==> config.mk <==
export PLATFORM = sky130hd
export DESIGN_NAME = sdsr_top
export DESIGN_NICKNAME = d
export VERILOG_FILES = /design/src/logic/sdsr_pkg.sv /design/src/logic/sdsr_shifter.sv /design/src/logic/sdsr_top.sv
export SDC_FILE = /design/constraint.sdc
export NUM_CORES = 1
export LEC_CHECK = 0
export ABC_AREA = 1
export ABC_CLOCK_PERIOD_IN_PS = 2920
export BUFFER_PORTS_ARGS = -buffer_cell sky130_fd_sc_hd__buf_2
export CAP_MARGIN = 20
export CORE_ASPECT_RATIO = 1.1
export CORE_MARGIN = 10
export CORE_UTILIZATION = 51
export CTS_CLUSTER_DIAMETER = 30
export DETAILED_ROUTE_END_ITERATION = 8
export PLACE_DENSITY_LB_ADDON = 0.15
export SLEW_MARGIN = 0
export SYNTH_ARGS = -nofsm -noshare
export SYNTH_HDL_FRONTEND = slang
export SYNTH_SLANG_ARGS = --single-unit
export TNS_END_PERCENT = 20
==> constraint.sdc <==
create_clock -name clk_i -period 2.92 [get_ports clk_i]
set_input_delay 0.584 -clock clk_i [delete_from_list [all_inputs] [get_ports clk_i]]
set_output_delay 0.584 -clock clk_i [all_outputs]
set_load 0.005 [all_outputs]
==> src/logic/sdsr_pkg.sv <==
package sdsr_pkg;
   // register map and field layout
   localparam logic [7:0] SDSR_DATA_ADDR = 8'hc2;
   localparam logic [7:0] SDSR_CTRL_ADDR = 8'hc0;
   localparam logic [7:0] SDSR_CFG_ADDR = 8'hc1;
   localparam int SDSR_SI_BIT = 0;
   localparam int SDSR_EN_BIT = 7;
   localparam logic [7:0] SDSR_DATA_RESET = 8'h00;
   localparam int SDSR_BYTE_BITS = 8;
   localparam logic [3:0] SDSR_LAST_BIT = 4'h7;
endpackage

==> src/logic/sdsr_shifter.sv <==
`timescale 1ns/100ps
// byte shifter: loads, shifts sampled bit in at lsb, msb presented
module sdsr_shifter #(
   parameter int WIDTH = 8
) (
   input wire logic clk_i,
   input wire logic sys_rst_i,
   input wire logic load_i,
   input wire logic [WIDTH-1:0] load_data_i,
   input wire logic shift_i,
   input wire logic sample_i,
   output logic [WIDTH-1:0] data_o
);
   // elaboration-time guard: a one-bit shifter has no msb to present
   if (WIDTH < 2) begin : g_width_check
      $error("sdsr_shifter: WIDTH must be at least 2");
   end

   // load has priority; shift brings the bus bit in at lsb
   always_ff @(posedge clk_i) begin
      if (sys_rst_i) begin
         data_o <= '0;
      end else if (load_i) begin
         data_o <= load_data_i;
      end else if (shift_i) begin
         data_o <= {data_o[WIDTH-2:0], sample_i};
      end
   end
endmodule

==> src/logic/sdsr_top.sv <==
`timescale 1ns/100ps
// Functional notes
// - eight-bit register holds send or received byte
// - cpu access allowed while interrupt flag set
// - transmit starts with msb, ends lsb
// - first received bit lands in msb
// - bus bit shifted in per bit out
// - register ends holding last bus byte
// - lost arbitration keeps correct bus byte
// - no shifting while interrupt flag set
// - enable bit starts bus monitoring
module sdsr_top (
   input wire logic clk_i,
   input wire logic sys_rst_i,
   input wire logic [7:0] sfr_addr_i,
   input wire logic sfr_wr_i,
   input wire logic sfr_rd_i,
   input wire logic [7:0] sfr_wdata_i,
   output logic [7:0] sfr_rdata_o,
   input wire logic [7:0] bus_control_register_i,
   input wire logic [7:0] cfg_register_i,
   input wire logic scl_i,
   input wire logic sda_i,
   input wire logic drive_en_i,
   input wire logic arb_lost_i,
   output logic sda_bit_o,
   output logic [3:0] bit_count_o,
   output logic byte_done_o
);
   import sdsr_pkg::*;

   // byte phase: off, frozen by the flag, shifting, or lost to a master
   typedef enum logic [3:0] {
      SDSR_ST_OFF = 4'b0001,
      SDSR_ST_HELD = 4'b0010,
      SDSR_ST_SHIFT = 4'b0100,
      SDSR_ST_LOST = 4'b1000
   } sdsr_state_t;

   // picks one control bit out of a register image
   function automatic logic sdsr_field(input logic [7:0] value,
      input int pos);
      sdsr_field = value[pos[2:0]];
   endfunction

   // wrap-around step of the bit counter, back to zero after bit seven
   function automatic logic [3:0] sdsr_step(input logic [3:0] cnt);
      if (cnt == SDSR_LAST_BIT) begin
         sdsr_step = 4'h0;
      end else begin
         sdsr_step = cnt + 4'h1;
      end
   endfunction

   // shift register image and its bookkeeping
   logic [7:0] smbus_data_byte;
   logic scl_q;
   logic [3:0] bit_cnt;
   logic [3:0] next_bit_cnt;
   sdsr_state_t state;
   sdsr_state_t next_state;

   // control decode from the two register images
   wire serial_iface_enable = sdsr_field(cfg_register_i, SDSR_EN_BIT);
   wire si_flag = sdsr_field(bus_control_register_i, SDSR_SI_BIT);
   wire data_sel = (sfr_addr_i == SDSR_DATA_ADDR);

   // cpu may write the byte only while the flag holds the bus or the interface is disabled;
   // a write at any other time while enabled is dropped silently
   wire cpu_ok = si_flag || !serial_iface_enable;
   wire cpu_load = data_sel && sfr_wr_i && cpu_ok;
   wire cpu_read = data_sel && sfr_rd_i;

   // monitoring only while enabled; rising scl samples sda
   wire scl_rise = serial_iface_enable && scl_i && !scl_q;

   // bus sampled into lsb whether we drove it or not;
   // the flag freezes the byte so the cpu sees a stable value
   wire do_shift = scl_rise && !si_flag;
   wire last_bit = (bit_cnt == SDSR_LAST_BIT);
   wire byte_end = do_shift && last_bit;

   // the line level, not our own bit, is what gets captured
   wire shift_bit = sda_i;

   // after a lost arbitration we stop driving but keep sampling,
   // so the byte still ends up as the one seen on the bus
   wire lost_next = (next_state == SDSR_ST_LOST);
   wire release_sda = !drive_en_i || lost_next;

   // next values of the registered outputs
   wire next_sda = release_sda || smbus_data_byte[7];
   wire next_done = byte_end;
   wire [7:0] next_rdata = cpu_read ? smbus_data_byte : 8'h00;

   // the byte itself: cpu load wins over a bus shift
   sdsr_shifter #(.WIDTH(SDSR_BYTE_BITS)) u_shift (
      .clk_i(clk_i),
      .sys_rst_i(sys_rst_i),
      .load_i(cpu_load),
      .load_data_i(sfr_wdata_i),
      .shift_i(do_shift),
      .sample_i(shift_bit),
      .data_o(smbus_data_byte)
   );

   // bit counter restarts on load or disable, wraps after bit seven
   always_comb begin
      if (!serial_iface_enable || cpu_load) begin
         next_bit_cnt = 4'h0;
      end else if (do_shift) begin
         next_bit_cnt = sdsr_step(bit_cnt);
      end else begin
         next_bit_cnt = bit_cnt;
      end
   end

   // byte phase tracking; disable always wins, then the flag
   always_comb begin
      next_state = state;
      case (state)
         SDSR_ST_OFF: begin
            if (serial_iface_enable && si_flag) begin
               next_state = SDSR_ST_HELD;
            end else if (serial_iface_enable) begin
               next_state = SDSR_ST_SHIFT;
            end
         end
         SDSR_ST_HELD: begin
            if (!serial_iface_enable) begin
               next_state = SDSR_ST_OFF;
            end else if (!si_flag) begin
               next_state = SDSR_ST_SHIFT;
            end
         end
         SDSR_ST_SHIFT: begin
            if (!serial_iface_enable) begin
               next_state = SDSR_ST_OFF;
            end else if (si_flag) begin
               next_state = SDSR_ST_HELD;
            end else if (arb_lost_i) begin
               next_state = SDSR_ST_LOST;
            end
         end
         SDSR_ST_LOST: begin
            if (!serial_iface_enable) begin
               next_state = SDSR_ST_OFF;
            end else if (si_flag) begin
               next_state = SDSR_ST_HELD;
            end
         end
         default: begin
            next_state = SDSR_ST_OFF;
         end
      endcase
   end

   // scl edge history; idles high like the bus so reset makes no edge
   always_ff @(posedge clk_i) begin
      if (sys_rst_i) begin
         scl_q <= 1'b1;
      end else begin
         scl_q <= scl_i;
      end
   end

   // byte phase register
   always_ff @(posedge clk_i) begin
      if (sys_rst_i) begin
         state <= SDSR_ST_OFF;
      end else begin
         state <= next_state;
      end
   end

   // bit counter register
   always_ff @(posedge clk_i) begin
      if (sys_rst_i) begin
         bit_cnt <= 4'h0;
      end else begin
         bit_cnt <= next_bit_cnt;
      end
   end

   // msb presented to the open-drain sda driver, high when released
   always_ff @(posedge clk_i) begin
      if (sys_rst_i) begin
         sda_bit_o <= 1'b1;
      end else begin
         sda_bit_o <= next_sda;
      end
   end

   // bit count seen by the rest of the unit
   always_ff @(posedge clk_i) begin
      if (sys_rst_i) begin
         bit_count_o <= 4'h0;
      end else begin
         bit_count_o <= bit_cnt;
      end
   end

   // one-cycle pulse after the eighth bit has been shifted
   always_ff @(posedge clk_i) begin
      if (sys_rst_i) begin
         byte_done_o <= 1'b0;
      end else begin
         byte_done_o <= next_done;
      end
   end

   // read data stands one cycle after the strobe, zero otherwise
   always_ff @(posedge clk_i) begin
      if (sys_rst_i) begin
         sfr_rdata_o <= SDSR_DATA_RESET;
      end else begin
         sfr_rdata_o <= next_rdata;
      end
   end
endmodule

Word level (Yosys, flattened, before mapping) --
Cells that the tools add are included.
Word-level totals: register bits after elaboration 31, input port bits 40, output and inout port bits 14, logic and storage cells 49
Cells by class: add/sub/neg operators 1, eq/ne operators 7, mux-type cells 13, bitwise operators 1, reduce and logical (&&, ||, !) cells 19
Operator list (number):
- 4-bit 2-to-1 mux | 10
- 8-bit 2-to-1 mux | 2
- 4-bit one-hot mux with 4 select lines | 1
- 4-bit by 3-bit == test with 1-bit output (second input constant) | 2
- 4-bit == test (second input constant) | 2
- 8-bit == test (second input constant) | 1
- 1-bit logical AND | 8
- 4-bit by 1-bit adder with 4-bit output (second input constant) | 1
- 4-bit by 1-bit == test with 1-bit output (second input constant) | 1
- 4-bit by 2-bit == test with 1-bit output (second input constant) | 1
- 1-bit logical NOT | 4
- 1-bit logical OR | 4
- 2-bit OR reduction | 2
- 2-bit nonzero test | 1
- 1-bit inverter | 1

Longest topological paths before layout --
depth after elaboration 7, mapped depth 10, gate-level depth less buffers 9

Cells and area by module --
A second synthesis with hierarchy kept.
Unflattened totals: cells, all modules 215, area total of the unflattened synthesis 1441.4 sq um
Modules (own cells, without submodules):
- sdsr_top | times used 1, cells each 152, area an instance 1029.7 sq um, seq. area each 460.4 sq um
- sdsr_shifter | times used 1, cells each 63, area an instance 411.6 sq um, seq. area each 160.2 sq um

Worst setup path before layout --
No wires, ideal clock.
path kind input port to flip-flop, start point input port cfg_register_i[7], end point register u_shift.data_o[7], setup time 128 ps, arrival time 1326 ps, data required time 2792 ps, slack 1467 ps, cell stages on the path 7, buffers on the path 1, cells stage by stage buf_6 > a21oi_4 > nand3_4 > nand2_4 > nor2_1 > nor2_1 > nor2_1
Between the ends: longest elaborated chain between the ends 4, elaborated cells on any way between the ends 8, classes of those cells mux (1); reduce/logical (7)
Ends and longest elaborated chain:
- from (decl) | line sdsr_top.sv:21 | input wire logic [7:0] cfg_register_i,
- 1-bit logical NOT or 1-bit logical AND (tied branches)
- 1-bit logical OR or 1-bit logical AND (tied branches) | line sdsr_top.sv:70, sdsr_top.sv:75
- 1-bit logical AND (on tied branches) | line sdsr_top.sv:71, sdsr_top.sv:79
- 8-bit 2-to-1 mux or 2-bit nonzero test (tied branches)
- to (signal assigned) | line sdsr_shifter.sv:24 | data_o <= load_data_i;
- to (signal assigned) | line sdsr_shifter.sv:26 | data_o <= {data_o[WIDTH-2:0], sample_i};
- to (decl) | line sdsr_shifter.sv:12 | output logic [WIDTH-1:0] data_o
Several ways; a longest one is shown, not always the timed one. A chain may end at the register's enable or synchronous reset.

Worst setup path after layout --
start point register sda_bit_o, end point output port sda_bit_o
RTL lines:
- from (decl) | line sdsr_top.sv:26 | output logic sda_bit_o,
- from (signal assigned) | line sdsr_top.sv:190 | sda_bit_o <= next_sda;
No word-level cell between the ends.

==> flow_metrics.tcl <==
set metrics [dict create \
    ys.flop_type "dfxtp_1" \
    ys_types 26 \
    vdd_drop_max_v 0.0003804 \
    antenna_found_initial 0 \
    area_growth_pct 19.28 \
    diodes 0 \
    start_util_pct 55.12 \
    yosys_warnings 0 \
    finalCritPeriodShare_pct 46.38 \
    fin_area_um2 1688 \
    cpPeakStageDelay_ns 0.33 \
    critPathKind "flop to output pin" \
    maxSlewViolCount 0 \
    via_count 1294 \
    grt_start_max_net_pins 17 \
    synth_edf_count 0 \
    post-route-drc-count 0 \
    path_clk_slew_ns 0.09 \
    synthTopCellsByCount "46 x nor2_1, 37 x nand2_1, 32 x inv_1" \
    cts_hold_buf 0 \
    regToRegSetupSlack_ns 1.80 \
    gr-usage-all-layers_pct 12.64 \
    netlist.area_leader.share_pct 43.85 \
    ant_nets 0 \
    synth.cell_area_um2 1415 \
    layout-drive-gt1-share_pct 24.38 \
    htreeDepth 2 \
    status "finished clean" \
    max_freq_mhz 738.3 \
    cp.required_ns 2.34 \
    yosysTopAreaCell "dfxtp_1" \
    ys_async_sr_fraction_pct 0 \
    layout_min_cycle_time_ns 1.354 \
    portBuffers 39 \
    synth_nets 240 \
    clock_path_buffers 2 \
    cts_made_buffers 5 \
    final_nets 282 \
    setup_viol 0 \
    p_leak_nw 0.8327 \
    wl_per_cell_um 11.38 \
    clock_latency_ns 0.33 \
    arrival_ns 0.77 \
    synth.yosys.seq_area_share_pct 43.85 \
    setup_tns_ns 0 \
    wl_mm 3.106 \
    finalWeightedCongestion 0.8626 \
    chipHeight_um 75.25 \
    fp-row-count 19 \
    dpl.hpwl_mm 2.359 \
    setup_slack_ns 1.566 \
    cts.sinks 31 \
    rsz0062_at_grt "no" \
    cts_root_buf "clkbuf_4" \
    cp_top_family "flip-flops" \
    fin_skew_ns 0.004059 \
    tritoncts "built" \
    drt-vias-per-instance 4.740 \
    path_buf_inv 1 \
    p_per_area_nw_per_um2 469.0 \
    syn_avg_cell_area_um2 7.111 \
    io_pins 54 \
    ys_seq_elements 31 \
    cts_resized 0 \
    stdcell_count 273 \
    synthMostInstantiatedCell "nor2_1" \
    critPathMaxFanout 1 \
    grt_pass1_wl_mm 5.430 \
    cp_slowest_cell "dfxtp_1" \
    cp-end-kind "output pin" \
    dp_slack_ns 1.225 \
    drtIter0Drc 65 \
    post-route-util_pct 65.74 \
    core_area_um2 2567 \
    synthTopCellsByArea "dfxtp_1 44%, nor2_1 12%, nand2_1 9.8%" \
    tightest_slew_ns 0.4090 \
    start_kind "flop" \
    synthCells 199 \
    first_pass_iters 4 \
    fillCellCount 255 \
    drv_cap 0 \
    slew_headroom_pct 72.71 \
    die_w_um 70.23 \
    hold_class "input port to flop" \
    hold_violations 0 \
    postCtsSetupRepairBufs 0 \
    die_area_um2 5284 \
    dp.cells 265 \
    path_cells "buf_2" \
    grt_pass1_vias 1255 \
    overflow 0 \
    dpl-instance-area_um2 1619 \
]
## power breakdown
part           switching, mW  total (mW)  internal [mW]
Sequential           0.00278       0.432          0.429
Combinational         0.0462      0.0766         0.0303
Clock                  0.142       0.284          0.142
Total                  0.191       0.792          0.601
## path summary, 6_finish.rpt
check / startpoint / depth (start not counted) / to
worst max register to register: bit_cnt[0]$_SDFFE_PP0P_ / 6 / bit_cnt[3]$_SDFFE_PP0P_
worst max-delay path: sda_bit_o$_SDFF_PP1_ / 1 / sda_bit_o
worst min-delay path: scl_i / 3 / scl_q$_SDFF_PP1_
worst min register to register: u_shift.data_o[1]$_SDFFE_PP0P_ / 2 / sfr_rdata_o[1]$_SDFF_PP0_
## metal layers
metal | global-route usage, % | vias up | share of wire, %
met4 | 7.237 | 0 | 1.8
met2 | 22.55 | 28 | 49
met3 | 4.993 | 5 | 6.0
li1 | - | 692 | -
met5 | 0 | - | 0
met1 | 12.43 | 569 | 43
## final cells by class
class / instances / area [µm²] / area share (%)
clock buffers: 8 / 68.82 / 4.077
inverters: 35 / 136.4 / 8.080
multi-input cells: 129 / 628.1 / 37.21
flip-flops and latches: 31 / 620.6 / 36.77
well taps: 31 / 38.79 / 2.298
repair buffers: 39 / 195.2 / 11.56
## flip-flops by register name (all words and copies together) (netlist names)
register        count
state               4
bit_count_o         4
scl_q               1
u_shift.data_o      8
sfr_rdata_o         8
bit_cnt             4
sda_bit_o           1
byte_done_o         1
## cells by family (layout without fill, tap and decap cells)
logic type	count (synthesis)	count (layout)	share of synthesized area, %
XOR/XNOR	2	2	1.238
buffers and inverters	39	82	11.76
flip-flops	31	31	43.86
AO/OA/AOI/OAI	13	13	6.013
adder cells (fa/ha/maj)	1	1	0.8840
AND/OR/NAND/NOR	113	113	36.25
## per-stage QoR
| step | power [mW] | hold slack, ns |
|---|---|---|
| global placement | 0.5174 | 0.4457 |
| CTS | 0.7990 | 0.4280 |
| detailed placement | 0.5180 | 0.4459 |
| global route | 0.8255 | 0.4387 |
| finish | 0.7917 | 0.4427 |
| floorplan | 0.4920 | 0.4222 |
## layout by cell type, fill, tap and decap left out, drive strengths merged
| cell type | netlist | routed |
|---|---|---|
| nand3 | 14 | 14 |
| xor2 | 2 | 2 |
| o211ai | 1 | 1 |
| dfxtp | 31 | 31 |
| nand2 | 42 | 42 |
| nor3b | 1 | 1 |
| inv | 35 | 35 |
| ha | 1 | 1 |
| nand3b | 1 | 1 |
| nand4 | 5 | 5 |
| clkbuf | 2 | 8 |
| o21ai | 5 | 5 |
| buf | 2 | 39 |
| nor2 | 47 | 47 |
| o21a | 1 | 1 |
| nor3 | 3 | 3 |
| a21oi | 6 | 6 |
(Power assumes the default switching activity.)
